==> src/shared/fes_pkg.sv <==
// shared constants and types for the flash erase/program status host
package fes_pkg;
	// ----------------------------------------------------------------
	// clock and timing
	// ----------------------------------------------------------------
	localparam int T_CLK_NS = 8;
	localparam int T_WC_NS = 100;
	localparam int T_WP_NS = 50;
	localparam int T_ACC_NS = 100;
	localparam int T_RP_NS = 500;
	localparam int T_READY_IDLE_NS = 500;
	localparam int T_READY_ALG_US = 20;
	localparam int T_PROG_MAX_US = 300;
	localparam int WP_CYC = (T_WP_NS + T_CLK_NS - 1) / T_CLK_NS;
	localparam int WC_CYC = (T_WC_NS + T_CLK_NS - 1) / T_CLK_NS;
	localparam int ACC_CYC = (T_ACC_NS + T_CLK_NS - 1) / T_CLK_NS;
	localparam int SYNC_CYC = 2;
	localparam int RP_CYC = (T_RP_NS + T_CLK_NS - 1) / T_CLK_NS;
	localparam int READY_IDLE_CYC = (T_READY_IDLE_NS + T_CLK_NS - 1) / T_CLK_NS;
	localparam int READY_ALG_CYC = (T_READY_ALG_US * 1000 + T_CLK_NS - 1) / T_CLK_NS;
	localparam int PROG_MAX_CYC = (T_PROG_MAX_US * 1000 + T_CLK_NS - 1) / T_CLK_NS;
	localparam int CNT_W = 16;
	localparam int PH_W = 5;
	// ----------------------------------------------------------------
	// bus widths and status bit positions
	// ----------------------------------------------------------------
	localparam int AW = 20;
	localparam int DW = 8;
	localparam int POLL_BIT = 7;
	localparam int TOGGLE_BIT = 6;
	localparam int FAIL_BIT = 5;
	localparam int WINDOW_BIT = 3;
	localparam int SECT_TOG_BIT = 2;
	// ----------------------------------------------------------------
	// command cycle codes
	// ----------------------------------------------------------------
	localparam logic [AW-1:0] UNLOCK_A1 = 20'h00555;
	localparam logic [AW-1:0] UNLOCK_A2 = 20'h002aa;
	localparam logic [DW-1:0] UNLOCK_D1 = 8'haa;
	localparam logic [DW-1:0] UNLOCK_D2 = 8'h55;
	localparam logic [DW-1:0] FL_PROGRAM = 8'ha0;
	localparam logic [DW-1:0] FL_ERASE_SETUP = 8'h80;
	localparam logic [DW-1:0] FL_CHIP_ERASE = 8'h10;
	localparam logic [DW-1:0] FL_SECTOR_ERASE = 8'h30;
	localparam logic [DW-1:0] FL_SUSPEND = 8'hb0;
	localparam logic [DW-1:0] FL_RESUME = 8'h30;
	localparam logic [DW-1:0] FL_RESET = 8'hf0;
	localparam logic [2:0] LEN_ONE = 3'h1;
	localparam logic [2:0] LEN_PROG = 3'h4;
	localparam logic [2:0] LEN_ERASE = 3'h6;
	// ----------------------------------------------------------------
	// user orders and results
	// ----------------------------------------------------------------
	typedef enum logic [3:0] {
		OP_READ, OP_POLL, OP_PROGRAM, OP_SECTOR_ERASE, OP_ADD_SECTOR,
		OP_CHIP_ERASE, OP_SUSPEND, OP_RESUME, OP_RESET, OP_HW_RESET
	} fes_op_e;
	typedef struct packed {
		logic busy;
		logic fail;
		logic erase_started;
		logic not_accepted;
		logic in_erase_sector;
		logic suspended;
	} fes_result_s;
	typedef struct packed {
		logic go;
		logic wr;
		logic [AW-1:0] addr;
		logic [DW-1:0] wdata;
	} fes_bus_req_s;
endpackage

==> src/logic/fes_bus_cycle.sv <==
// one asynchronous read or write cycle on the flash pins
`timescale 1ns/10ps
module fes_bus_cycle import fes_pkg::*; (
	input wire logic i_mclk,
	input wire logic i_reset_n,
	input wire fes_bus_req_s i_req,
	output logic o_done,
	output logic [DW-1:0] o_rdata,
	input wire logic [DW-1:0] i_flash_data,
	output logic [AW-1:0] o_flash_addr,
	output logic [DW-1:0] o_flash_data,
	output logic o_flash_data_oe,
	output logic o_flash_select_n,
	output logic o_flash_output_en_n,
	output logic o_flash_write_en_n
);
	typedef enum logic [1:0] {PH_IDLE, PH_STROBE, PH_RECOV} fes_ph_e;
	typedef struct packed {
		fes_ph_e ph;
		logic [PH_W-1:0] cnt;
		logic wr;
		logic sel_n;
		logic oe_n;
		logic we_n;
		logic d_oe;
		logic done;
		logic [AW-1:0] addr;
		logic [DW-1:0] wdata;
		logic [DW-1:0] rdata;
		logic [DW-1:0] d_s1;
		logic [DW-1:0] d_s2;
	} fes_bus_s;
	fes_bus_s b_q;
	fes_bus_s b_d;

	// ----------------------------------------------------------------
	// cycle sequencer
	// ----------------------------------------------------------------
	always_comb begin
		b_d = b_q;
		b_d.done = 1'b0;
		b_d.d_s1 = i_flash_data;
		b_d.d_s2 = b_q.d_s1;
		unique case (b_q.ph)
			PH_IDLE: begin
				if (i_req.go) begin
					b_d.ph = PH_STROBE;
					b_d.wr = i_req.wr;
					b_d.addr = i_req.addr;
					b_d.wdata = i_req.wdata;
					b_d.sel_n = 1'b0;
					b_d.oe_n = i_req.wr;
					b_d.we_n = !i_req.wr;
					b_d.d_oe = i_req.wr;
					b_d.cnt = i_req.wr ? PH_W'(WP_CYC - 1) : PH_W'(ACC_CYC + SYNC_CYC - 1);
				end
			end
			PH_STROBE: begin
				b_d.cnt = b_q.cnt - 1'b1;
				if (b_q.cnt == '0) begin
					b_d.ph = PH_RECOV;
					b_d.sel_n = 1'b1;
					b_d.oe_n = 1'b1;
					b_d.we_n = 1'b1;
					b_d.rdata = b_q.wr ? b_q.rdata : b_q.d_s2;
					b_d.cnt = PH_W'(WC_CYC - WP_CYC - 1);
				end
			end
			PH_RECOV: begin
				b_d.cnt = b_q.cnt - 1'b1;
				if (b_q.cnt == '0) begin
					b_d.ph = PH_IDLE;
					b_d.d_oe = 1'b0;
					b_d.done = 1'b1;
				end
			end
		endcase
	end

	always_ff @(posedge i_mclk or negedge i_reset_n) begin
		if (!i_reset_n) begin
			b_q <= '{ph: PH_IDLE, sel_n: 1'b1, oe_n: 1'b1, we_n: 1'b1, default: '0};
		end else begin
			b_q <= b_d;
		end
	end

	assign o_done = b_q.done;
	assign o_rdata = b_q.rdata;
	assign o_flash_addr = b_q.addr;
	assign o_flash_data = b_q.wdata;
	assign o_flash_data_oe = b_q.d_oe;
	assign o_flash_select_n = b_q.sel_n;
	assign o_flash_output_en_n = b_q.oe_n;
	assign o_flash_write_en_n = b_q.we_n;
endmodule

==> src/logic/fes_host.sv <==
// host controller issuing program/erase orders and decoding flash status
`timescale 1ns/10ps
// Functional notes
// - window check skippable only if spacing under 50us
// - confirm acceptance by toggle before reading window (code reads the window after the two toggle reads whatever tog shows)
// - read window bit before and after added sector
// - window high at second check: maybe not accepted
// - status reads use the valid target address
// - after failure write reset command
module fes_host import fes_pkg::*; #(
	parameter int PROG_MAX = PROG_MAX_CYC
) (
	input wire logic i_mclk,
	input wire logic i_reset_n,
	input wire logic i_cmd_valid,
	input wire fes_op_e i_cmd_op,
	input wire logic [AW-1:0] i_cmd_addr,
	input wire logic [DW-1:0] i_cmd_data,
	output logic o_cmd_ready,
	output logic o_done,
	output logic [DW-1:0] o_rdata,
	output fes_result_s o_result,
	input wire logic [DW-1:0] i_flash_data,
	output logic [AW-1:0] o_flash_addr,
	output logic [DW-1:0] o_flash_data,
	output logic o_flash_data_oe,
	output logic o_flash_select_n,
	output logic o_flash_output_en_n,
	output logic o_flash_write_en_n,
	output logic o_flash_reset_n,
	input wire logic i_ready_busy_out
);
	typedef enum logic [3:0] {
		ST_IDLE, ST_SEQ, ST_RD, ST_POLL_A, ST_POLL_B, ST_RECHK_A, ST_RECHK_B, ST_WIN,
		ST_PRE, ST_ADD_WR, ST_POST, ST_FAIL_RST, ST_HW_LOW, ST_HW_WAIT, ST_DONE
	} fes_st_e;
	typedef struct packed {
		fes_st_e st;
		fes_op_e op;
		logic issued;
		logic [2:0] idx;
		logic [AW-1:0] addr;
		logic [DW-1:0] data;
		logic [DW-1:0] first;
		logic [CNT_W-1:0] cnt;
		logic rb_s1;
		logic rb_s2;
		logic done;
		logic [DW-1:0] rdata;
		fes_result_s res;
	} fes_host_s;
	fes_host_s s_q;
	fes_host_s s_d;
	fes_bus_req_s req;
	logic bus_done;
	logic [DW-1:0] bus_rdata;
	logic tog;
	logic sec_tog;

	// ----------------------------------------------------------------
	// command cycle tables
	// ----------------------------------------------------------------
	function automatic logic [2:0] seq_len(input fes_op_e op);
		unique case (op)
			OP_PROGRAM: seq_len = LEN_PROG;
			OP_SECTOR_ERASE, OP_CHIP_ERASE: seq_len = LEN_ERASE;
			default: seq_len = LEN_ONE;
		endcase
	endfunction

	function automatic logic [AW+DW-1:0] seq_word(input fes_op_e op, input logic [2:0] idx,
			input logic [AW-1:0] a, input logic [DW-1:0] d);
		logic [DW-1:0] single;
		single = (op == OP_SUSPEND) ? FL_SUSPEND : (op == OP_RESUME) ? FL_RESUME : FL_RESET;
		if (seq_len(op) == LEN_ONE) begin
			seq_word = {a, single};
		end else begin
			unique case (idx)
				3'h0, 3'h3: seq_word = (op == OP_PROGRAM && idx == 3'h3) ? {a, d}
					: {UNLOCK_A1, UNLOCK_D1};
				3'h1, 3'h4: seq_word = {UNLOCK_A2, UNLOCK_D2};
				3'h2: seq_word = {UNLOCK_A1, (op == OP_PROGRAM) ? FL_PROGRAM : FL_ERASE_SETUP};
				default: seq_word = (op == OP_CHIP_ERASE) ? {UNLOCK_A1, FL_CHIP_ERASE}
					: {a, FL_SECTOR_ERASE};
			endcase
		end
	endfunction

	// ----------------------------------------------------------------
	// bus request and status decode
	// ----------------------------------------------------------------
	always_comb begin
		req.go = !s_q.issued && !(s_q.st inside {ST_IDLE, ST_HW_LOW, ST_HW_WAIT, ST_DONE});
		req.wr = s_q.st inside {ST_SEQ, ST_ADD_WR, ST_FAIL_RST};
		req.addr = s_q.addr;
		req.wdata = s_q.data;
		if (s_q.st == ST_SEQ) begin
			{req.addr, req.wdata} = seq_word(s_q.op, s_q.idx, s_q.addr, s_q.data);
		end else if (s_q.st == ST_ADD_WR) begin
			req.wdata = FL_SECTOR_ERASE;
		end else if (s_q.st == ST_FAIL_RST) begin
			req.wdata = FL_RESET;
		end
	end

	assign tog = bus_rdata[TOGGLE_BIT] ^ s_q.first[TOGGLE_BIT];
	assign sec_tog = bus_rdata[SECT_TOG_BIT] ^ s_q.first[SECT_TOG_BIT];

	// ----------------------------------------------------------------
	// order sequencer
	// ----------------------------------------------------------------
	always_comb begin
		s_d = s_q;
		s_d.done = 1'b0;
		s_d.rb_s1 = i_ready_busy_out;
		s_d.rb_s2 = s_q.rb_s1;
		if (req.go) begin
			s_d.issued = 1'b1;
		end
		if (bus_done) begin
			s_d.issued = 1'b0;
		end
		if (s_q.cnt != '0) begin
			s_d.cnt = s_q.cnt - 1'b1;
		end
		unique case (s_q.st)
			ST_IDLE: begin
				if (i_cmd_valid) begin
					s_d.op = i_cmd_op;
					s_d.addr = i_cmd_addr;
					s_d.data = i_cmd_data;
					s_d.idx = '0;
					s_d.res = '0;
					s_d.cnt = CNT_W'(PROG_MAX);
					unique case (i_cmd_op)
						OP_READ: s_d.st = ST_RD;
						OP_POLL: s_d.st = ST_POLL_A;
						OP_ADD_SECTOR: s_d.st = ST_PRE;
						OP_HW_RESET: begin
							s_d.st = ST_HW_LOW;
							s_d.cnt = CNT_W'(RP_CYC - 1);
						end
						default: s_d.st = ST_SEQ;
					endcase
				end
			end
			ST_SEQ: begin
				if (bus_done) begin
					s_d.idx = s_q.idx + 1'b1;
					if (s_q.idx == seq_len(s_q.op) - 1'b1) begin
						s_d.st = (s_q.op inside {OP_PROGRAM, OP_SECTOR_ERASE}) ? ST_POLL_A : ST_DONE;
					end
				end
			end
			ST_RD: begin
				if (bus_done) begin
					s_d.rdata = bus_rdata;
					s_d.st = ST_DONE;
				end
			end
			ST_POLL_A, ST_RECHK_A: begin
				if (bus_done) begin
					s_d.first = bus_rdata;
					s_d.st = (s_q.st == ST_POLL_A) ? ST_POLL_B : ST_RECHK_B;
				end
			end
			ST_POLL_B: begin
				if (bus_done) begin
					s_d.rdata = bus_rdata;
					s_d.res.busy = tog;
					s_d.res.in_erase_sector = sec_tog;
					if (s_q.op == OP_SECTOR_ERASE) begin
						s_d.st = ST_WIN;
					end else if (!tog) begin
						s_d.res.suspended = sec_tog;
						s_d.st = ST_DONE;
					end else if (bus_rdata[FAIL_BIT]) begin
						s_d.st = ST_RECHK_A;
					end else if (s_q.op == OP_PROGRAM) begin
						s_d.res.fail = (s_q.cnt == '0);
						s_d.st = (s_q.cnt == '0) ? ST_FAIL_RST : ST_POLL_A;
					end else begin
						s_d.st = ST_DONE;
					end
				end
			end
			ST_RECHK_B: begin
				if (bus_done) begin
					s_d.rdata = bus_rdata;
					s_d.res.busy = 1'b0;
					s_d.res.fail = tog;
					s_d.st = tog ? ST_FAIL_RST : ST_DONE;
				end
			end
			ST_WIN: begin
				if (bus_done) begin
					s_d.res.erase_started = bus_rdata[WINDOW_BIT];
					s_d.st = ST_DONE;
				end
			end
			ST_PRE: begin
				if (bus_done) begin
					s_d.res.erase_started = bus_rdata[WINDOW_BIT];
					s_d.res.not_accepted = bus_rdata[WINDOW_BIT];
					s_d.st = bus_rdata[WINDOW_BIT] ? ST_DONE : ST_ADD_WR;
				end
			end
			ST_ADD_WR: begin
				if (bus_done) begin
					s_d.st = ST_POST;
				end
			end
			ST_POST: begin
				if (bus_done) begin
					s_d.res.erase_started = bus_rdata[WINDOW_BIT];
					s_d.res.not_accepted = bus_rdata[WINDOW_BIT];
					s_d.st = ST_DONE;
				end
			end
			ST_FAIL_RST: begin
				if (bus_done) begin
					s_d.st = ST_DONE;
				end
			end
			ST_HW_LOW: begin
				if (s_q.cnt == '0) begin
					s_d.st = ST_HW_WAIT;
					s_d.cnt = s_q.rb_s2 ? CNT_W'(READY_IDLE_CYC) : CNT_W'(READY_ALG_CYC);
				end
			end
			ST_HW_WAIT: begin
				if (s_q.cnt == '0) begin
					s_d.st = ST_DONE;
				end
			end
			ST_DONE: begin
				s_d.done = 1'b1;
				s_d.st = ST_IDLE;
			end
		endcase
	end

	always_ff @(posedge i_mclk or negedge i_reset_n) begin
		if (!i_reset_n) begin
			s_q <= '{st: ST_IDLE, op: OP_READ, rb_s1: 1'b1, rb_s2: 1'b1, default: '0};
		end else begin
			s_q <= s_d;
		end
	end

	// ----------------------------------------------------------------
	// pin engine and outputs
	// ----------------------------------------------------------------
	fes_bus_cycle u_bus (
		.i_mclk(i_mclk),
		.i_reset_n(i_reset_n),
		.i_req(req),
		.o_done(bus_done),
		.o_rdata(bus_rdata),
		.i_flash_data(i_flash_data),
		.o_flash_addr(o_flash_addr),
		.o_flash_data(o_flash_data),
		.o_flash_data_oe(o_flash_data_oe),
		.o_flash_select_n(o_flash_select_n),
		.o_flash_output_en_n(o_flash_output_en_n),
		.o_flash_write_en_n(o_flash_write_en_n)
	);

	assign o_cmd_ready = (s_q.st == ST_IDLE);
	assign o_done = s_q.done;
	assign o_rdata = s_q.rdata;
	assign o_result = s_q.res;
	assign o_flash_reset_n = (s_q.st != ST_HW_LOW);
endmodule

==> config.mk <==
export PLATFORM = sky130hd
export DESIGN_NAME = fes_host
export DESIGN_NICKNAME = d
export VERILOG_FILES = /design/src/shared/fes_pkg.sv /design/src/logic/fes_bus_cycle.sv /design/src/logic/fes_host.sv
export SDC_FILE = /design/constraint.sdc
export NUM_CORES = 1
export LEC_CHECK = 0
export BUFFER_PORTS_ARGS = -buffer_cell sky130_fd_sc_hd__buf_2
export CAP_MARGIN = 20
export CORE_MARGIN = 2
export CORE_UTILIZATION = 52
export DETAILED_ROUTE_END_ITERATION = 10
export GPL_TIMING_DRIVEN = 0
export HOLD_SLACK_MARGIN = 0.08
export PLACE_DENSITY = 0.78
export SLEW_MARGIN = 40
export SYNTH_ARGS = -nofsm -noshare
export SYNTH_HDL_FRONTEND = slang
export SYNTH_SLANG_ARGS = --single-unit
==> constraint.sdc <==
create_clock -name i_mclk -period 2.25 [get_ports i_mclk]
set_input_delay 0 -clock i_mclk [delete_from_list [all_inputs] [get_ports i_mclk]]
set_output_delay 0 -clock i_mclk [all_outputs]
set_load 0.02 [all_outputs]
; ---- Word-level counts from Yosys, hierarchy flattened
; Index checks and enable logic that the tools add are counted.
[classes]
n_bitwise = 3
eq_ne = 53
n_reduce_logical = 46
mux = 77
n_addsub = 4
[ops]
columns = op, n
row1 = 28-bit 2-to-1 mux, 3
row2 = 28-bit one-hot mux with 3 select lines, 1
row3 = 4-bit 2-to-1 mux, 17
row4 = 16-bit 2-to-1 mux, 4
row5 = 8-bit 2-to-1 mux, 7
row6 = 4-bit one-hot mux with 11 select lines, 1
row7 = "4-bit by 3-bit == test with 1-bit output, second input constant", 8
row8 = "4-bit == test, second input constant", 8
row9 = 16-bit one-hot mux with 2 select lines, 1
row10 = 31-bit 2-to-1 mux, 1
row11 = "2-bit by 1-bit != test with 1-bit output, second input constant", 15
row12 = 12-bit 2-to-1 mux, 2
row13 = 8-bit one-hot mux with 3 select lines, 1
row14 = 3-bit 2-to-1 mux, 7
row15 = 7-bit one-hot mux with 3 select lines, 1
row16 = 3-bit AND reduction, 7
row17 = 10-bit 2-to-1 mux, 2
row18 = 20-bit 2-to-1 mux, 1
row19 = 3-bit one-hot mux with 2 select lines, 3
row20 = "4-bit by 2-bit == test with 1-bit output, second input constant", 4
row21 = 16-bit zero test, 1
row22 = 4-bit one-hot mux with 4 select lines, 1
row23 = 16-bit nonzero test, 1
row24 = "16-bit by 1-bit subtractor with 16-bit output, second input constant", 1
row25 = 38 further kinds, 85
[word_totals]
in_bits = 44
regBits = 145

; ---- Depth between registers and ports, before layout
; Gate-level depths: netlist (run 1).
[depth]
ltp_word = 10
depth_mapped = 9

; ---- Hierarchy
; Synthesis (run 1) repeated with hierarchy kept, for this count alone.
[hier_totals]
hier_cells = 755
area_unflattened_um2 = 7379.6
[by_module_without_submodules]
columns = module, instances, cells_per_inst, seq_area_each_um2, area_each_um2
row1 = fes_host, 1, 541, 1879.3, 4615.7
row2 = fes_bus_cycle, 1, 214, 1630.3, 2763.9

; ---- Least setup slack after synthesis (run 1)
; OpenSTA, ideal clock, no wires.
[synth_timing]
path_kind = reg2reg
start = register s_q[25] in the netlist's numbering
end = register s_q[77] in the netlist's numbering
setup_ps = 125
synth_period_minus_slack_ps = 2317
path_stages_with_launch = 6
n_path_buf = 0
setup_slack_ps = -67
t_arrival_ps = 2192
cell_sequence = dfrtp_1 or4_4 nor4b_4 nand2_4 a221oi_4 mux2_2
[synth_between]
elab_chain_len = 3
word_cells_on_any_way = 4
classes_between = eq/ne: 2 / reduce/logical: 2
[synth_rtl]
columns = item, line
row1 = from (decl), fes_host.sv:52  ; fes_host_s s_q;
row2 = from (signal assigned), fes_host.sv:245  ; s_q <= '{st: ST_IDLE, op: OP_READ, rb_s1: 1'b1, rb_s2: 1'b1, default: '0};
row3 = from (signal assigned), fes_host.sv:247  ; s_q <= s_d;
row4 = 16-bit zero test (*), "fes_host.sv:226, fes_host.sv:232"
row5 = 2-bit by 1-bit != test with 1-bit output (no source line), -
row6 = 11-bit AND reduction (no source line) (*), -
; Every way passes the cells marked *; elsewhere a longest branch is shown, timed or not.
; A chain may end at the register's enable or synchronous reset.

; ---- Final worst setup path (run 1)
[layout_timing]
start = register s_q[25] in the netlist's numbering
end = register s_q[80] in the netlist's numbering
[layout_between]
elab_chain_len = 8
word_cells_on_any_way = 11
classes_between = eq/ne: 2 / mux: 7 / reduce/logical: 2
[layout_rtl]
columns = item, line
row1 = 16-bit zero test (*), "fes_host.sv:181, fes_host.sv:226, fes_host.sv:232"
row2 = 4-bit 2-to-1 mux, fes_host.sv:181  ; s_d.st = (s_q.cnt == '0) ? ST_FAIL_RST : ST_POLL_A;
row3 = 4-bit 2-to-1 mux, fes_host.sv:179  ; end else if (s_q.op == OP_PROGRAM) begin
row4 = 4-bit 2-to-1 mux, fes_host.sv:177  ; end else if (bus_rdata[FAIL_BIT]) begin
row5 = 4-bit 2-to-1 mux, fes_host.sv:174  ; end else if (!tog) begin
row6 = 4-bit 2-to-1 mux, fes_host.sv:172  ; if (s_q.op == OP_SECTOR_ERASE) begin
row7 = 4-bit 2-to-1 mux, fes_host.sv:168  ; if (bus_done) begin
row8 = 4-bit one-hot mux with 11 select lines, fes_host.sv:126  ; unique case (s_q.st)
; Every way passes the cells marked *; elsewhere a longest branch is shown, timed or not. The select of a mux whose other input is x is not followed.

==> results of run 1 <==
power by group:
part | switching, mW | internal (mW)
clock | 1.02 | 1.63
combinational | 3.02 | 2.47
sequential | 0.728 | 3.48
worst reg2reg max path, delay by kind of cell (launching register included):
family	cells	cell delay (ns)
flops	1	0.38
compound gates	1	0.29
buf+inv	1	0.16
mux	1	0.30
simple gates	3	1.01
flip-flops by register name, summed over array words and instances (netlist names), 6 cells and up:
name / flops
u_bus.o_rdata: 8
u_bus.o_flash_data: 8
u_bus.o_flash_addr: 20
u_bus.b_q: 16
o_result: 6
u_bus.b_d: 8
s_q: 59
o_rdata: 8
per-layer routing:
layer	vias up	GRT usage, %
li1	2822	-
met1	2867	32.23
met3	56	5.755
met4	0	10.39
met2	232	41.53
met5	-	0
cell type report:
cell class | instances | area (um2)
timing repair buffer | 151 | 1075
inverter | 21 | 81.33
buffer | 72 | 496.7
clock buffer | 21 | 450.4
clock inverter | 9 | 97.59
sequential | 140 | 3511
fill | 970 | 4111
tap | 176 | 220.2
multi-input combinational | 484 | 3199
path summary, 6_finish.rpt:
path	from	endpoint	slack [ns]
max in group asynchronous	i_reset_n	s_d[15]$_DFF_PN1_	1.80
worst max-delay path	s_q[25]$_DFF_PN0_	s_q[80]$_DFFE_PN0P_	-0.02
worst min register to register	s_d[15]$_DFF_PN1_	s_q[15]$_DFF_PN1_	0.35
worst max register to register	s_q[25]$_DFF_PN0_	s_q[80]$_DFFE_PN0P_	-0.02
worst min-delay path	i_cmd_valid	o_result[2]$_DFFE_PN0P_	0.10
min in group asynchronous	i_reset_n	u_bus.b_q[58]$_DFFE_PN0P_	0.12
cells by family after synthesis:
family	synth area share [%]
adder cells (fa/ha/maj)	1.954
buffers and inverters	7.922
flip-flops	49.82
AND/OR/NAND/NOR	18.69
multiplexers	4.423
AO/OA/AOI/OAI	15.58
XOR/XNOR	1.616
timing repair:
item / CTS / global route
hold buffers: 43 / 0
hold endpoints to repair: 182 / 0
pin swaps: 5 / 5
buffers inserted: 10 / 4
endpoints found under the setup margin: 100 / 51
resized for setup: 38 / 25
layout by cell type (no fill, tap or decap), types with 6 or more instances in the layout:
| cell type | synthesis | layout |
|---|---|---|
| buf_2 | 7 | 95 |
| dfrtp_1 | 135 | 134 |
| nor2_1 | 49 | 47 |
| nor3_1 | 11 | 7 |
| a31oi_1 | 7 | 6 |
| xnor2_1 | 11 | 11 |
| nor2b_1 | 7 | 7 |
| clkbuf_1 | 17 | 8 |
| o211ai_1 | 7 | 7 |
| dlygate4sd3_1 | 0 | 42 |
| nand2_1 | 132 | 132 |
| nand3_1 | 13 | 13 |
| o32ai_1 | 7 | 7 |
| o22ai_1 | 9 | 9 |
| clkbuf_2 | 1 | 6 |
| ha_1 | 11 | 11 |
| buf_4 | 47 | 64 |
| a21oi_1 | 37 | 35 |
| nand2b_1 | 11 | 11 |
| inv_1 | 20 | 20 |
| o21ai_0 | 43 | 41 |
| clkbuf_16 | 0 | 17 |
| mux2_2 | 22 | 21 |
| clkinv_2 | 0 | 6 |
| a22o_1 | 13 | 13 |
==> summary.md, run 1 <==
| Metric | Value |
|---|---|
| Met3 wire length | `1066 um` |
| CTS Buf Count | `17` |
| Clock tree sinks | `140` |
| DP Worst Slack | `-0.4983 ns` |
| Post-route insts no fill | `1074` |
| Slowest cell delay on critical path | `0.57 ns` |
| Top-count cell post-synth | `dfrtp_1` |
| Critical path cell sequence | `or4_4 > nor4b_4 > nand2_4 > a221oi_4 > buf_6 > mux2_4` |
| Fin. max-slew vios | `0` |
| Worst setup SP type | `flip-flop` |
| Min Clock Period, post-route | `2.270 ns` |
| CTS tree | `yes` |
| Drt drc | `0` |
| Cell count along the critical path | `6` |
| Syn Area/Cell | `9.784 um2` |
| Synth warnings | `0` |
| Fmax | `440.4 MHz` |
| Die Y | `120.4 um` |
| N_diodes | `0` |
| Drt first-iter violations | `467` |
| Via Count | `5977` |
| Largest net degree at the start of global routing | `59` |
| RSZ-0062 raised after global routing | `yes` |
| Status | `finished with violations` |
| Final Hold Vio Count | `0` |
| Reg2Reg Depth | `6` |
| Core ar. | `13240 um2` |
| Max-cap violations | `0` |
| IO Count | `93` |
| WP data arrival | `2.57 ns` |
| Synth top cells by count | `135 x dfrtp_1, 132 x nand2_1, 49 x nor2_1` |
| Initial antenna violation count | `0` |
| WP buf/inv | `1` |
| Failing checks | `setup timing` |
| Synthesized netlist net count | `775` |
| Ratio of cells with drive above 1 in the final layout | `30.07%` |
| Die Span X | `120.4 um` |
| Count of different cell masters after synthesis | `73` |
| Final ANT Viol Nets | `0` |
| Post-synth top area cell | `dfrtp_1` |
| Yosys reg bits | `140` |
| Placed insts | `990` |
| Die area | `14490 um2` |
| Placed Instance Area | `7799 um2` |
| Crit path setup slack, layout | `-0.02047 ns` |
| Top delay family on crit path | `simple AND/OR/NAND/NOR gates` |
| Hold path depth | `4` |
| Vias in the first global route | `5846` |
| Max Used Layer | `met4` |
| Worst hold slack | `0.1023 ns` |
| Clock Pin Slew Worst Setup and Hold Paths | `0.06 ns` |
| Tcrit/Tclk final | `100.9%` |
| RD Place Congestion | `0.9780` |
| WL met1 | `7523 um` |
| First-pass GRT wire length | `28740 um` |
| Measured slew at the worst slew-check pin | `0.7546 ns` |
| Worst setup EP type | `flip-flop` |
| Layout area overhead | `29.63%` |
| Leakage | `4.271 nW` |
| Nets | `942` |
| Final Setup Violations | `4` |
| Pwr Density | `1353 nW/um2` |
| Initial Utilization | `53.19%` |
| Clock insertion delay at the later pin of the skew report | `0.43 ns` |
| All-Layer GR Usage | `25.22%` |
| CP max FO | `4` |
| Synth area leaders | `dfrtp_1 48%, nand2_1 7.0%, buf_4 5.0%` |
| CTS root buf | `clkbuf_16` |
| Wirelength, routed | `17560 um` |
| EDFF count, synth | `0` |
| Setup TNS | `-0.05641 ns` |
| Top cell type's share of synthesized area | `47.96%` |
| Classification of the worst setup path | `flip-flop to flip-flop` |
| HP Class | `input pin to flip-flop` |
| DR pass1 iterations | `5` |
| Fin util | `68.95%` |
| Slowest cell on the critical path | `or4_4` |
| Worst VDD drop | `0.9290 mV` |
| Async set-reset flop share out of synthesis | `100.0%` |
| WL/cell | `16.35 um` |
| Worst EP required | `2.55 ns` |
| Netlist Area Pre-Place | `7044 um2` |
| I/O Buffers | `92` |
| WL met2 | `8473 um` |
| Worst clock skew | `0.01080 ns` |
| Clock buffer depth | `2` |
| Tot Pwr | `12.35 mW` |
| H-tree level count | `4` |
| Site Rows | `42` |
| Register area share after synthesis | `49.82%` |
| DP Wirelength | `11190 um` |
| Vias per inst | `5.565` |
| Rel. slew slack | `49.52%` |
| Synth Flop Type | `dfrtp_1` |
| Mapped Cells | `720` |
| Design area | `9131 um2` |
| Grt ovf | `0` |
(Power assumes the default switching activity.)
==> inputs of run 2 (changes only) <==
Settings changed: CORE_ASPECT_RATIO from default to 1.5.
==> run 2 against run 1 <==
Compared with the run above: the flow still finishes with violations (setup timing); design area grew 1.2%; power up 2.4%; setup slack worse by 0.062 ns; final cell count is 0.56% lower; critical path type unchanged; highest routed layer unchanged.
==> summary.md, run 2 (synthesized netlist as in run 1, its figures left out) <==
| Metric | Value |
|---|---|
| HP Class | `input pin to async pin` |
| Measured slew at the worst slew-check pin | `0.8516 ns` |
| Largest reg by FF count | `s_q` |
| Clock Pin Slew Worst Setup and Hold Paths | `0.06 ns` |
| Ratio of cells with drive above 1 in the final layout | `31.90%` |
| Status | `finished with violations` |
| Design area | `9236 um2` |
| Fmax | `428.6 MHz` |
| Most frequent cells in the layout | `135 x dfrtp_1, 131 x nand2_1, 96 x buf_2` |
| Slowest cell on the critical path | `or4_4` |
| Largest net degree at the start of global routing | `78` |
| Setup TNS | `-0.3482 ns` |
| Placed Instance Area | `7756 um2` |
| Classification of the worst setup path | `flip-flop to flip-flop` |
| Final Hold Vio Count | `0` |
| Max-cap violations | `0` |
| Post-route insts no fill | `1068` |
| Die area | `14510 um2` |
| WP buf/inv | `0` |
| CTS Buf Count | `17` |
| CTS root buf | `clkbuf_16` |
| Layout area overhead | `31.12%` |
| Worst clock skew | `0.006603 ns` |
| RD Place Congestion | `0.9163` |
| Most common cell after layout, fill and taps aside | `dfrtp_1` |
| Core ar. | `13340 um2` |
| Vias in the first global route | `6188` |
| WP data arrival | `2.63 ns` |
| Clock tree sinks | `140` |
| Leakage | `4.324 nW` |
| CP max FO | `4` |
| Fin. max-slew vios | `0` |
| CTS tree | `yes` |
| Internal Power | `7.645 mW` |
| Final ANT Viol Nets | `0` |
| Max FFs per register | `59` |
| Via Count | `6164` |
| Worst setup SP type | `flip-flop` |
| Tot Pwr | `12.65 mW` |
| Wirelength, routed | `18580 um` |
| Clock buffer depth | `2` |
| Die Y | `146.6 um` |
| Switching Share | `39.55%` |
| Rel. slew slack | `43.03%` |
| RSZ-0062 raised after global routing | `yes` |
| Top delay family on crit path | `simple AND/OR/NAND/NOR gates` |
| Worst setup EP type | `flip-flop` |
| Failing checks | `setup timing` |
| Site Rows | `52` |
| Crit path setup slack, layout | `-0.08292 ns` |
| Grt ovf | `0` |
| Worst hold slack | `0.08678 ns` |
| Switching Power | `5.002 mW` |
| Clock insertion delay at the later pin of the skew report | `0.42 ns` |
| All-Layer GR Usage | `25.52%` |
| Fill count | `931` |
| First-pass GRT wire length | `29610 um` |
| Initial Utilization | `52.81%` |
| Part of the power in registers | `33.5%` |
| IO Count | `93` |
| I/O Buffers | `92` |
| Min Clock Period, post-route | `2.333 ns` |
| H-tree level count | `4` |
| Critical path cell sequence | `or4_4 > nor4b_4 > nand2_4 > a221oi_4 > mux2_4` |
| Drt first-iter violations | `567` |
| Nets | `948` |
| DR pass1 iterations | `6` |
| Worst EP required | `2.55 ns` |
| Slowest cell delay on critical path | `0.57 ns` |
| N_diodes | `0` |
| Die Span X | `99.03 um` |
| Initial antenna violation count | `0` |
| DP Wirelength | `11600 um` |
| Worst VDD drop | `0.9304 mV` |
| Placed insts | `975` |
| Drt drc | `0` |
| Clk pwr share | `22.2%` |
| Comb pwr share | `44.3%` |
| Tcrit/Tclk final | `103.7%` |
| Final Setup Violations | `5` |
| WL/cell | `17.39 um` |
| Vias per inst | `5.772` |
| Pwr Density | `1369 nW/um2` |
[run 2: changes by cell type in the layout (fill, tap and decap cells not counted), sizes merged]
cell	delta
buf	+8
clkbuf	-6
inv	+6
[run 2: what timing repair did]
item                                    CTS  global route
hold buffers                             42             0
hold endpoints to repair                181             0
resized for setup                        31            46
buffers inserted                         11            13
pin swaps                                 4             6
endpoints found under the setup margin  104            89
[run 2: metal layers]
layer  global-route usage, %  share of wire [%]
met3                   5.553                5.0
met4                   12.12                3.6
met5                       0                  0
met2                   45.10                 53
met1                   28.90                 38
[run 2: metrics by stage]
step	util, %	setup slack (ns)
3_3_place_gp	57.79	-0.6967
3_5_place_dp	58.15	-0.5350
4_1_cts	67.50	-0.06902
2_1_floorplan	-	-0.06653
6_report	69.25	-0.08292
5_1_grt	69.25	-0.1520
[run 2: area by class of cell]
cell class | instances | area (um2) | area share (%)
buffer | 70 | 486.7 | 5.270
clock buffer | 17 | 425.4 | 4.606
clock inverter | 15 | 163.9 | 1.775
inverter | 21 | 83.83 | 0.9076
multi-input combinational | 484 | 3237 | 35.04
sequential | 140 | 3510 | 38.00
tap | 162 | 202.7 | 2.195
timing repair buffer | 159 | 1127 | 12.21
[run 2: power groups by stage]
stage | clock [mW] | combinational [mW] | sequential (mW)
finish | 2.81 | 5.60 | 4.24
global route | 2.94 | 6.08 | 4.36
CTS | 2.82 | 5.28 | 4.15
detailed placement | 0 | 4.90 | 4.14
global placement | 0 | 4.79 | 4.11
floorplan | 0 | 3.73 | 3.99
[run 2: worst paths after layout]
| check | endpoint | start | slack [ns] | cells past startpoint |
|---|---|---|---|---|
| setup reg to reg | s_q[80]$_DFFE_PN0P_ | s_q[26]$_DFF_PN0_ | -0.08 | 5 |
| max in group asynchronous | s_q[73]$_DFFE_PN0P_ | i_reset_n | 1.43 | 3 |
| hold reg to reg | u_bus.b_q[6]$_DFF_PN0_ | u_bus.b_d[6]$_DFF_PN0_ | 0.35 | 0 |
| min in group i_mclk | s_q[26]$_DFF_PN0_ | i_cmd_valid | 0.09 | 3 |
| hold / removal | u_bus.b_q[58]$_DFFE_PN0P_ | i_reset_n | 0.09 | 2 |
| setup / recovery | s_q[80]$_DFFE_PN0P_ | s_q[26]$_DFF_PN0_ | -0.08 | 5 |
